[config.mk]
export PLATFORM = sky130hd
export DESIGN_NAME = acr_regs
export DESIGN_NICKNAME = d
export VERILOG_FILES = /design/src/logic/acr_pkg.sv /design/src/logic/acr_regs.sv
export SDC_FILE = /design/constraint.sdc
export NUM_CORES = 1
export LEC_CHECK = 0
export BUFFER_PORTS_ARGS = -buffer_cell sky130_fd_sc_hd__buf_2
export CAP_MARGIN = 20
export CORE_MARGIN = 3
export CORE_UTILIZATION = 35
export DETAILED_ROUTE_END_ITERATION = 8
export PLACE_DENSITY = 0.6
export SKIP_LAST_GASP = 1
export SLEW_MARGIN = 0
export SYNTH_ARGS = -nofsm -noshare
export SYNTH_HDL_FRONTEND = slang
export SYNTH_SLANG_ARGS = --single-unit
[constraint.sdc]
create_clock -name clk -period 2.1 [get_ports clk]
set_input_delay 0.105 -clock clk [delete_from_list [all_inputs] [get_ports clk]]
set_output_delay 0.105 -clock clk [all_outputs]
set_load 0.01 [all_outputs]
[src/logic/acr_pkg.sv]
// Package for the converter result and channel register block.
// Assumes an 8-bit register port on one peripheral clock.
package acr_pkg;

  // Register offsets (byte addresses on the 8-bit register port)
  localparam logic [5:0] OFF_CTRLA     = 6'h00;
  localparam logic [5:0] OFF_CTRLB     = 6'h01;
  localparam logic [5:0] OFF_LATCH     = 6'h07;
  localparam logic [5:0] OFF_TRIM_LO   = 6'h0c;
  localparam logic [5:0] OFF_TRIM_HI   = 6'h0d;
  localparam logic [5:0] OFF_RES_LO    = 6'h10;
  localparam logic [5:0] OFF_RES_HI    = 6'h11;
  localparam logic [5:0] OFF_THR_LO    = 6'h18;
  localparam logic [5:0] OFF_THR_HI    = 6'h19;
  localparam logic [5:0] OFF_CH_CTRL   = 6'h20;
  localparam logic [5:0] OFF_ROUTE     = 6'h21;

  // Field positions
  localparam int GLOBAL_GO_BIT   = 2;
  localparam int SIGNED_BIT      = 4;
  localparam int FMT_LSB         = 1;
  localparam int CH_GO_BIT       = 7;
  localparam int GAIN_LSB        = 2;
  localparam int KIND_LSB        = 0;
  localparam int POS_LSB         = 3;
  localparam int NEG_LSB         = 0;

  // Read-data masks of implemented bits
  localparam logic [7:0] MASK_CTRLB   = 8'h1e;
  localparam logic [7:0] MASK_TRIM_HI = 8'h0f;
  localparam logic [7:0] MASK_CH_CTRL = 8'h1f;
  localparam logic [7:0] MASK_ROUTE   = 8'h7f;

  // Reset values
  localparam logic [7:0] RST_BYTE = 8'h00;

  typedef enum logic [1:0] {
    ACR_FMT_R12 = 2'b00,
    ACR_FMT_RSV = 2'b01,
    ACR_FMT_R8  = 2'b10,
    ACR_FMT_L12 = 2'b11
  } acr_fmt_t;

  typedef enum logic [1:0] {
    ACR_KIND_ONCHIP = 2'b00,
    ACR_KIND_ONE    = 2'b01,
    ACR_KIND_TWO    = 2'b10,
    ACR_KIND_TWO_G  = 2'b11
  } acr_kind_t;

  // Positive source decoded for the analog side
  localparam logic [3:0] POS_TEMP   = 4'h0;
  localparam logic [3:0] POS_BGAP   = 4'h1;
  localparam logic [3:0] POS_TENTH  = 4'h2;

  // Negative source classes
  typedef enum logic [1:0] {
    ACR_NEG_NONE = 2'b00,
    ACR_NEG_PIN  = 2'b01,
    ACR_NEG_PAD  = 2'b10,
    ACR_NEG_INT  = 2'b11
  } acr_neg_t;

  typedef struct packed {
    logic       onchip;
    logic [3:0] pos_sel;
    acr_neg_t   neg_kind;
    logic [2:0] neg_pin;
    logic       pos_ok;
    logic [2:0] gain;
    logic       is_signed;
  } acr_route_t;

  typedef struct packed {
    logic [5:0] addr;
    logic [7:0] wdata;
    logic       wr;
    logic       rd;
  } acr_bus_t;

endpackage : acr_pkg

[src/logic/acr_regs.sv]
// Converter result, trim, threshold and channel control registers.
// Assumes an 8-bit register port and a converter core on the same clock.
//
// Summary of operation
// - Reading a 16-bit pair's low byte copies its high byte into latch.
// - The byte latch is an ordinary read/write eight-bit register.
// - Twelve-bit trim word: low byte bits 7:0, high byte bits 3:0.
// - Left-adjusted: high byte result 11:4, low byte 7:4 result 3:0.
// - Right-adjusted: high nibble sign-extends in differential, else zero.
// - Eight-bit: high byte replicates bit 7 when signed, else zero.
// - Right-adjusted and 8-bit: low byte holds eight lowest result bits.
// - Result bytes form one 16-bit word read through the byte latch.
// - Sixteen-bit compare threshold, two's complement when signed.
// - Writing one to start bit starts conversion; hardware clears it.
// - Writing start while already set has no extra effect unless conv_began is high; then start stays set.
// - Channel start bit aliases the global channel start bit.
// - Gain code 000..110 gives 1x..64x, 111 gives one half.
// - Changing source kind may corrupt in-flight conversions.
// - Unsigned: kind 00 on-chip, 01 single pin, 10/11 reserved.
// - Signed: adds 10 differential, 11 differential with gain.
// - On-chip positive select: temperature, bandgap, tenth supply; rest reserved.
// - Pin kinds: positive select n routes analog pin n.
// - Negative select used only for differential measurements.
// - Differential: 000-011 pins 0-3, 101 pad ground, 111 internal.
// - With gain: 000-011 pins 4-7, 100 internal, 111 pad ground.
// - Signedness select resets to zero, unsigned; one selects signed.
// - Format: 00 right 12-bit, 10 8-bit, 11 left 12-bit.
`timescale 1ns/1ps
module acr_regs #(
  parameter int RES_W = 12
) (
  // Clock and reset
  input  wire logic                clk,
  input  wire logic                rst_n,
  // Register port
  input  wire acr_pkg::acr_bus_t   bus,
  output logic [7:0]               rdata,
  // Converter core
  input  wire logic                conv_began,
  input  wire logic                conv_done,
  input  wire logic [RES_W-1:0]    conv_result,
  output logic                     conv_start,
  output logic [RES_W-1:0]         trim_word,
  output logic [15:0]              compare_threshold,
  output acr_pkg::acr_fmt_t        result_format,
  output acr_pkg::acr_route_t      route
);

  // Layout logic below is written for a 12-bit result only
  if (RES_W != 12) begin : g_res_w_check
    $error("acr_regs supports a 12-bit result only");
  end

  logic [7:0]  byte_latch;
  logic [7:0]  trim_low_byte;
  logic [3:0]  trim_high;
  logic [7:0]  threshold_low_byte;
  logic [7:0]  threshold_high_byte;
  logic        global_channel_go;
  logic        signedness_select;
  logic [1:0]  fmt;
  logic [2:0]  gain;
  logic [1:0]  channel_source_kind;
  logic [3:0]  positive_input_select;
  logic [2:0]  negative_input_select;
  logic [11:0] conversion_result;
  logic [15:0] channel_result_word;
  logic        wr_go;
  logic        two_input_measure;
  logic        two_input_amplified;

  function automatic logic hit(input acr_pkg::acr_bus_t b, input logic [5:0] off);
    hit = b.addr == off;
  endfunction : hit

  assign two_input_measure   = signedness_select && channel_source_kind == acr_pkg::ACR_KIND_TWO;
  assign two_input_amplified = signedness_select && channel_source_kind == acr_pkg::ACR_KIND_TWO_G;

  // Byte latch: software access or high-byte snapshot
  always_ff @(posedge clk or negedge rst_n) begin
    if (!rst_n) begin
      byte_latch <= acr_pkg::RST_BYTE;
    end else if (bus.wr && hit(bus, acr_pkg::OFF_LATCH)) begin
      byte_latch <= bus.wdata;
    end else if (bus.rd && hit(bus, acr_pkg::OFF_RES_LO)) begin
      byte_latch <= channel_result_word[15:8];
    end else if (bus.rd && hit(bus, acr_pkg::OFF_THR_LO)) begin
      byte_latch <= threshold_high_byte;
    end else if (bus.rd && hit(bus, acr_pkg::OFF_TRIM_LO)) begin
      byte_latch <= {4'h0, trim_high};
    end
  end

  // Trim word, loaded only by software
  always_ff @(posedge clk or negedge rst_n) begin
    if (!rst_n) begin
      trim_low_byte <= acr_pkg::RST_BYTE;
      trim_high     <= 4'h0;
    end else if (bus.wr) begin
      if (hit(bus, acr_pkg::OFF_TRIM_LO)) trim_low_byte <= bus.wdata;
      if (hit(bus, acr_pkg::OFF_TRIM_HI)) trim_high <= bus.wdata[3:0];
    end
  end
  assign trim_word = {trim_high, trim_low_byte};

  // Compare threshold
  always_ff @(posedge clk or negedge rst_n) begin
    if (!rst_n) begin
      threshold_low_byte  <= acr_pkg::RST_BYTE;
      threshold_high_byte <= acr_pkg::RST_BYTE;
    end else if (bus.wr) begin
      if (hit(bus, acr_pkg::OFF_THR_LO)) threshold_low_byte <= bus.wdata;
      if (hit(bus, acr_pkg::OFF_THR_HI)) threshold_high_byte <= bus.wdata;
    end
  end
  assign compare_threshold = {threshold_high_byte, threshold_low_byte};

  // Global signedness and format
  always_ff @(posedge clk or negedge rst_n) begin
    if (!rst_n) begin
      signedness_select <= 1'b0;
      fmt               <= 2'b00;
    end else if (bus.wr && hit(bus, acr_pkg::OFF_CTRLB)) begin
      signedness_select <= bus.wdata[acr_pkg::SIGNED_BIT];
      fmt               <= bus.wdata[acr_pkg::FMT_LSB +: 2];
    end
  end
  assign result_format = acr_pkg::acr_fmt_t'(fmt);

  // Start bit shared by both control registers
  assign wr_go = bus.wr && ((hit(bus, acr_pkg::OFF_CH_CTRL) && bus.wdata[acr_pkg::CH_GO_BIT])
               || (hit(bus, acr_pkg::OFF_CTRLA) && bus.wdata[acr_pkg::GLOBAL_GO_BIT]));

  always_ff @(posedge clk or negedge rst_n) begin
    if (!rst_n) begin
      global_channel_go <= 1'b0;
    end else if (wr_go) begin
      global_channel_go <= 1'b1;
    end else if (conv_began) begin
      global_channel_go <= 1'b0;
    end
  end
  assign conv_start = global_channel_go;

  // Channel control and input route
  always_ff @(posedge clk or negedge rst_n) begin
    if (!rst_n) begin
      gain                  <= 3'h0;
      channel_source_kind   <= 2'h0;
      positive_input_select <= 4'h0;
      negative_input_select <= 3'h0;
    end else if (bus.wr) begin
      if (hit(bus, acr_pkg::OFF_CH_CTRL)) begin
        gain                <= bus.wdata[acr_pkg::GAIN_LSB +: 3];
        channel_source_kind <= bus.wdata[acr_pkg::KIND_LSB +: 2];
      end
      if (hit(bus, acr_pkg::OFF_ROUTE)) begin
        positive_input_select <= bus.wdata[acr_pkg::POS_LSB +: 4];
        negative_input_select <= bus.wdata[acr_pkg::NEG_LSB +: 3];
      end
    end
  end

  // Routing decode for the analog multiplexer
  always_comb begin
    route           = '0;
    route.gain      = gain;
    route.is_signed = signedness_select;
    route.pos_sel   = positive_input_select;
    route.neg_kind  = acr_pkg::ACR_NEG_NONE;
    unique case (acr_pkg::acr_kind_t'(channel_source_kind))
      acr_pkg::ACR_KIND_ONCHIP: begin
        route.onchip = 1'b1;
        route.pos_ok = positive_input_select <= acr_pkg::POS_TENTH;
      end
      acr_pkg::ACR_KIND_ONE: begin
        route.pos_ok = 1'b1;
      end
      acr_pkg::ACR_KIND_TWO: begin
        route.pos_ok = signedness_select;
        if (!negative_input_select[2]) begin
          route.neg_kind = acr_pkg::ACR_NEG_PIN;
          route.neg_pin  = negative_input_select;
        end else if (negative_input_select == 3'h5) begin
          route.neg_kind = acr_pkg::ACR_NEG_PAD;
        end else if (negative_input_select == 3'h7) begin
          route.neg_kind = acr_pkg::ACR_NEG_INT;
        end else begin
          route.pos_ok = 1'b0;
        end
      end
      acr_pkg::ACR_KIND_TWO_G: begin
        route.pos_ok = signedness_select;
        if (!negative_input_select[2]) begin
          route.neg_kind = acr_pkg::ACR_NEG_PIN;
          route.neg_pin  = {1'b1, negative_input_select[1:0]};
        end else if (negative_input_select == 3'h4) begin
          route.neg_kind = acr_pkg::ACR_NEG_INT;
        end else if (negative_input_select == 3'h7) begin
          route.neg_kind = acr_pkg::ACR_NEG_PAD;
        end else begin
          route.pos_ok = 1'b0;
        end
      end
    endcase
  end

  // Result capture
  always_ff @(posedge clk or negedge rst_n) begin
    if (!rst_n) begin
      conversion_result <= 12'h000;
    end else if (conv_done) begin
      conversion_result <= conv_result;
    end
  end

  // Result layout by format
  always_comb begin
    channel_result_word = 16'h0000;
    unique case (acr_pkg::acr_fmt_t'(fmt))
      acr_pkg::ACR_FMT_L12: begin
        channel_result_word = {conversion_result, 4'h0};
      end
      acr_pkg::ACR_FMT_R8: begin
        channel_result_word = {{8{signedness_select & conversion_result[7]}},
                               conversion_result[7:0]};
      end
      default: begin
        channel_result_word = {{4{(two_input_measure | two_input_amplified) & conversion_result[11]}},
                               conversion_result};
      end
    endcase
  end

  // Read data, one cycle after the strobe
  always_ff @(posedge clk or negedge rst_n) begin
    if (!rst_n) begin
      rdata <= 8'h00;
    end else if (bus.rd) begin
      unique case (bus.addr)
        acr_pkg::OFF_CTRLA:   rdata <= {5'h00, global_channel_go, 2'b00};
        acr_pkg::OFF_CTRLB:   rdata <= {3'h0, signedness_select, 1'b0, fmt, 1'b0} & acr_pkg::MASK_CTRLB;
        acr_pkg::OFF_LATCH:   rdata <= byte_latch;
        acr_pkg::OFF_TRIM_LO: rdata <= trim_low_byte;
        acr_pkg::OFF_TRIM_HI: rdata <= {4'h0, trim_high} & acr_pkg::MASK_TRIM_HI;
        acr_pkg::OFF_RES_LO:  rdata <= channel_result_word[7:0];
        acr_pkg::OFF_RES_HI:  rdata <= byte_latch;
        acr_pkg::OFF_THR_LO:  rdata <= threshold_low_byte;
        acr_pkg::OFF_THR_HI:  rdata <= byte_latch;
        acr_pkg::OFF_CH_CTRL: rdata <= {global_channel_go, 2'b00, gain, channel_source_kind};
        acr_pkg::OFF_ROUTE:   rdata <= {1'b0, positive_input_select, negative_input_select} & acr_pkg::MASK_ROUTE;
        default:              rdata <= 8'h00;
      endcase
    end
  end

endmodule : acr_regs

==> results of run 1 <==
final cells by class:
class / instances / area, um^2 / share of cell area, %
Timing Repair Buffer: 113 / 671 / 14.5
Tap cell: 136 / 170 / 3.67
Clock inverter: 6 / 67.6 / 1.46
Multi-Input combinational cell: 230 / 1780 / 38.3
Inverter: 5 / 18.8 / 0.405
Sequential cell: 72 / 1800 / 38.9
Clock buffer: 10 / 128 / 2.76
power by group through the flow:
stage	clock, mW	combinational (mW)	sequential (mW)
2_1_floorplan	0	0.343	1.76
3_3_place_gp	0	0.625	1.79
3_5_place_dp	0	0.644	1.79
4_1_cts	1.13	0.667	1.76
5_1_grt	1.19	0.731	1.79
6_report	1.11	0.662	1.77
metal layers:
layer | track usage (%) | share of wire [%]
met1 | 28.6 | 44
met4 | 7.12 | 1.8
met3 | 3.49 | 7.9
met2 | 30.7 | 46
met5 | 0 | 0
worst reg2reg max path: cells and delay by family (launching register included):
kind | cells | cell delay, ns
AO/OA/AOI/OAI | 3 | 0.68
buffers and inverters | 1 | 0.24
flip-flops | 1 | 0.46
multiplexers | 1 | 0.16
AND/OR/NAND/NOR | 1 | 0.16
cell usage after synthesis, types with 5 or more instances:
master    instances  share of area, %
a21oi_1          14               1.9
a311oi_1         12               2.8
clkbuf_1          7              0.71
o21ai_0          12               1.6
a22oi_1           9               1.8
buf_2            11               1.5
and3_1            6               1.0
dfrtp_1          72                48
and2_1           10               1.7
nand2_1          22               2.2
a221oi_1          7               1.6
nor2_1           21               2.1
a22o_1            6               1.4
mux2_2           54                16
inv_1             5              0.50
registers in the layout, summed over array words and instances, names as in the netlist, 4 cells and up:
register / cells
threshold_low_byte: 8
rdata: 8
byte_latch: 8
conversion_result: 12
threshold_high_byte: 8
trim_high: 4
trim_low_byte: 8
positive_input_select: 4
cells by family (layout without fill, tap and decap cells):
group	after synthesis	count (layout)
AND/OR/NAND/NOR	87	87
AO/OA/AOI/OAI	84	84
flip-flops	72	72
multiplexers	59	59
buffers and inverters	30	134
cells in the final DEF, fill, tap and decap left out, types with 3 or more instances in the layout:
| cell | instances |
|---|---|
| a211oi_1 | 3 |
| a21oi_1 | 14 |
| a221oi_1 | 7 |
| a22o_1 | 6 |
| a22oi_1 | 9 |
| a2bb2oi_1 | 3 |
| a311o_1 | 3 |
| a311oi_1 | 12 |
| a31oi_1 | 4 |
| and2_1 | 10 |
| and3_1 | 6 |
| buf_2 | 85 |
| buf_4 | 14 |
| clkbuf_8 | 9 |
| dfrtp_1 | 72 |
| dlygate4sd3_1 | 14 |
| inv_1 | 5 |
| mux2_2 | 54 |
| mux2i_1 | 4 |
| nand2_1 | 22 |
| nor2_1 | 21 |
| nor4_1 | 3 |
| o21ai_0 | 12 |
| o22ai_1 | 3 |
stage by stage:
stage               power, mW  setup WS [ns]
finish                   3.54          0.292
global route             3.71         0.0901
CTS                      3.56          0.328
detailed placement       2.43          0.326
global placement         2.41          0.318
floorplan                2.10          0.416
worst paths after layout:
kind	endpoint	slack (ns)	cells past startpoint
max in group asynchronous	threshold_high_byte[7]	1.36	3
min reg2reg	byte_latch[3]	0.53	1
max reg2reg	rdata[6]	0.29	6
min	trim_low_byte[3]	0.05	2
min in group clk	trim_low_byte[6]	0.07	2
max	rdata[6]	0.29	6
timing repair:
item / in CTS / in global routing
gates resized for setup: 0 / 0
buffers inserted: 0 / 0
endpoints found under the setup margin: 0 / 0
hold endpoints to repair: 85 / 0
hold buffers: 14 / 0
==> impl_metrics.csv, run 1 <==
group,metric,value,unit
synth,ys_seq_elements,72,
sta,fin_crit,1.81,ns
clock_network,tritoncts,"built",
final_layout,num_antenna_cells,0,
synth,synthMuxAreaShare,17.8,%
synth,ys_warn_count,0,
worst_setup_path,crit_path_max_fanout,13,
sta,slew_headroom,67.0,%
final_layout,instances_no_fill,572,
power,switching_share,30.9,%
sta,fmax,553,MHz
synth,synth-main-ff-cell,"dfrtp_1",
final_layout,postLayoutCoreUtil,44.9,%
synth,seq_area_frac_synth,48.4,%
routing,ant_nets,0,
synth,synth_fa_ha_area_share,0,%
routing,drtIter0Drc,249,
synth,syn-cell-area,3730,um^2
sta,setup_tns,0,ns
clock_network,insertion_delay,0.36,ns
worst_setup_path,cp-end-kind,"flop",
power,power_leakage,2.18,nW
floorplanning,die_area,11900,um^2
place,place_inst,542,
grt,grt_pass1_vias,3197,
grt,grt_max_degree,39,
synth,synth_simple_gate_area_share,13.4,%
synth,synthDistinctLibCells,49,
worst_setup_path,start_kind,"flop",
outcome,run_status,"completed",
worst_setup_path,cp-startpoint,"result_format[1]",
worst_setup_path,crit_family,"compound AO/OA/AOI/OAI gates",
grt,antenna_found_initial,0,
clock_network,clk_pin_slew_worst_paths,0.09,ns
power,intPower,2.44,mW
sta,whs,0.0511,ns
sta,slew_viol_final,0,
worst_setup_path,worstSetupPathType,"reg -> reg",
floorplanning,rows,37,
power,p_seq_share,50.0,%
final_layout,layout-drive-gt1-share,40.8,%
routing,wl,11600,um
routing,routedWlPerCell,20.3,um
sta,finalCritPeriodShare,86.1,%
power,ir_drop,0.269,mV
routing,vias,3298,
routing,via_per_inst,5.77,
clock_network,numCtsBuffers,9,
floorplanning,pin_count,86,
synth,synth_xor_area_share,0,%
sta,setup_viol,0,
worst_setup_path,arrival,2.07,ns
sta,rsz0062_at_grt,"false",
hold_path,hp-class,"in -> async",
run,cap_viol_max_count,0,
clock_network,root_buffer,"clkbuf_8",
place,dpl_cell_area,4300,um^2
worst_setup_path,critPathBufInv,1,
sta,skew,0.0149,ns
floorplanning,core-area,10300,um^2
power,p_clk_share,31.3,%
grt,grt_overflow_total,0,
final_layout,area_growth,24.3,%
synth,avgSynthCellArea,11.2,um^2
power,comb_power_share,18.7,%
place,dp_hpwl,8580,um
worst_setup_path,critPathSlowestCell,"dfrtp_1",
grt,grt_usage,20.1,%
floorplanning,die_h,109,um
worst_setup_path,cp_cell_sequence,"buf_4 -> nand2_1 -> mux2i_1 -> o21ai_0 -> a21oi_1 -> a311oi_1",
floorplanning,die_w,109,um
synth,synth_edf_count,0,
worst_setup_path,r2r-start,"result_format[1]",
worst_setup_path,worst_path_largest_cell_delay,0.46,ns
power,pwr_density_cell,764,nW/um^2
final_layout,num-fill-cells,981,
final_layout,num-nets-final,463,
synth,synthesis.nets,364,
routing,drcViolationCount,0,
clock_network,cts_max_path_buffers,2,
routing,drt_first_pass_iters,5,
power,p_sw,1.09,mW
synth,synth_top_family_by_area,"multiplexers",
worst_setup_path,crit_required,2.36,ns
floorplanning,start_util,36.1,%
grt,grt_pass1_wl,18100,um
clock_network,ctsHtreeMaxLevel,3,
place,gp_congestion,0.849,
sta,tightest_slew,0.488,ns
sta,hold_viol_final,0,
synth,synthArstFlopShare,100,%
place,port_buffers,85,
synth,synth_compound_area_share,16.4,%
clock_network,clock_sinks,72,
synth,synthCells,332,
final_layout,final_area,4630,um^2
Note: power is estimated with default switching activity, not from simulation.
==> run 2, diff against run 1 <==
- CORE_ASPECT_RATIO: unset -> 0.75
- CORE_MARGIN: 3 -> 1.5
==> run 2 against run 1 <==
Against the previous run:
- die area down 5.4%
- count of clock-buffer cells in the layout is 4 higher
- total power grew 9.5%
- first-iteration DRC count rose by 4.4%
- highest routed layer unchanged
- largest cell class unchanged
- largest power group unchanged
- sequential power barely moved
- routed wire length decreased by 2.7%
- critical endpoint is now byte_latch[7]
- sequential cell count unchanged
- utilization up 0.80 points
- clock skew fell by 0.010 ns
==> impl_metrics.csv, run 2 (synthesis gave the netlist of run 1 again) <==
group,metric,value,unit
final_layout,top_register,"conversion_result",
clock_network,cts_max_path_buffers,2,
power,comb_power_share,16.8,%
place,port_buffers,85,
grt,grt_overflow_total,0,
grt,antenna_found_initial,0,
grt,grt_usage,20.8,%
place,dp_hpwl,8280,um
place,place_ws,0.231,ns
sta,slew_headroom,61.5,%
clock_network,clk_pin_slew_worst_paths,0.05,ns
floorplanning,die_area,11300,um^2
power,p_clk_share,37.6,%
clock_network,clock_sinks,72,
final_layout,ff_latch_area,1800,um^2
final_layout,final_cell_mix,"buf_2, dfrtp_1, mux2_2",
routing,vias,3270,
floorplanning,start_util,36.1,%
floorplanning,die_w,122,um
grt,grt_max_degree,73,
run,cap_viol_max_count,0,
outcome,run_status,"completed",
clock_network,numCtsBuffers,9,
clock_network,tritoncts,"built",
grt,grt_pass1_wl,17500,um
sta,setup_ws,0.368,ns
sta,fin_crit,1.73,ns
grt,grt-busiest-layer,"met1",
floorplanning,rows,32,
final_layout,largest_reg_flops,12,
routing,routedWlPerCell,19.8,um
sta,slew_viol_final,0,
grt,use_met2,27.6,%
worst_setup_path,worstSetupPathType,"reg -> reg",
final_layout,num-fill-cells,1011,
floorplanning,die_h,92.4,um
final_layout,final_area,4720,um^2
routing,ant_nets,0,
place,dpl_cell_area,4310,um^2
worst_setup_path,arrival,1.94,ns
clock_network,ctsHtreeMaxLevel,3,
sta,rsz0062_at_grt,"false",
clock_network,root_buffer,"clkbuf_16",
sta,skew,0.00483,ns
place,gp_congestion,0.908,
routing,wl,11300,um
floorplanning,pin_count,86,
worst_setup_path,crit_path_max_fanout,9,
power,p_seq_share,45.6,%
routing,via_per_inst,5.73,
power,p_sw,1.11,mW
sta,hold_viol_final,0,
worst_setup_path,start_kind,"flop",
worst_setup_path,crit_required,2.31,ns
grt,grt_use_met1,32.7,%
routing,drt_first_pass_iters,5,
routing,drtIter0Drc,260,
clock_network,cts_resized,0,
sta,tightest_slew,0.570,ns
power,pwr_density_cell,822,nW/um^2
final_layout,num-nets-final,462,
power,switching_share,28.8,%
routing,drcViolationCount,0,
hold_path,hp-class,"in -> reg",
sta,fmax,577,MHz
grt,grtUsageMet3,5.36,%
final_layout,layout-drive-gt1-share,40.5,%
clock_network,insertion_delay,0.34,ns
sta,setup_tns,0,ns
final_layout,postLayoutCoreUtil,45.7,%
floorplanning,core-area,10300,um^2
clock_network,ctsHoldBuffers,12,
power,power_leakage,2.23,nW
worst_setup_path,cp-end-kind,"flop",
sta,finalCritPeriodShare,82.5,%
final_layout,mostFrequentLayoutCell,"buf_2",
final_layout,area_growth,26.6,%
power,ir_drop,0.443,mV
power,intPower,2.76,mW
sta,setup_viol,0,
power,p_total,3.88,mW
clock_network,postCtsSetupBuffers,0,
grt,grt_pass1_vias,3021,
final_layout,num_antenna_cells,0,
final_layout,multiInputGateArea,1780,um^2
[run 2: changes by cell type in the layout (fill, tap and decap cells not counted), moves of 2 or more]
cell / change
clkbuf_8: -7
clkbuf_16: +9
clkinvlp_4: -2
clkbuf_1: +2
[run 2: power groups by stage]
stage                     clock, mW  combinational (mW)  sequential [mW]
after global placement            0               0.621             1.79
final                          1.46               0.652             1.77
after floorplan                   0               0.343             1.76
after CTS                      1.48               0.655             1.76
after detailed placement          0               0.636             1.79
after global routing           1.54               0.717             1.79
[run 2: critical path, cell delays in order, from the launching register on]
cell and delay (ns):
dfrtp_1 0.49, and4b_1 0.30, a311oi_1 0.40, o2bb2ai_1 0.14, a22oi_1 0.19, a21oi_1 0.09
[run 2: layer usage]
metal  part of all wire [%]  routed length [um]  up-vias
met5                      0                   0        -
met4                    1.1                 125        0
met3                    8.5                 963       12
met2                     42                4710      159
met1                     49                5480     1636
li1                       -                   -     1463
[run 2: cell type report]
cell class                      count  share of cell area, %
Clock inverter                      2                  0.292
Timing Repair Buffer              112                   14.3
Multi-Input combinational cell    230                   37.6
Inverter                            5                  0.398
Clock buffer                       14                   5.60
Sequential cell                    72                   38.2
Tap cell                          136                   3.61
[run 2: worst paths after layout]
kind / end / from / slack [ns] / cells after the start
worst max-delay path: byte_latch[7] / channel_source_kind[1] / 0.37 / 5
worst min-delay path: conversion_result[9] / conv_result[9] / 0.01 / 2
worst max register to register: byte_latch[7] / channel_source_kind[1] / 0.37 / 5
worst min register to register: byte_latch[5] / byte_latch[5] / 0.53 / 2
max in group asynchronous: positive_input_select[1] / rst_n / 1.46 / 3
min in group asynchronous: trim_low_byte[2] / rst_n / 0.31 / 3
[run 2: stage by stage]
stage / hold slack (ns) / cells
after floorplan: -0.191 / 332
after global placement: 0.161 / 542
after detailed placement: 0.164 / 542
after CTS: 0.00154 / 570
after global routing: 0.00948 / 571
final: 0.0102 / 571
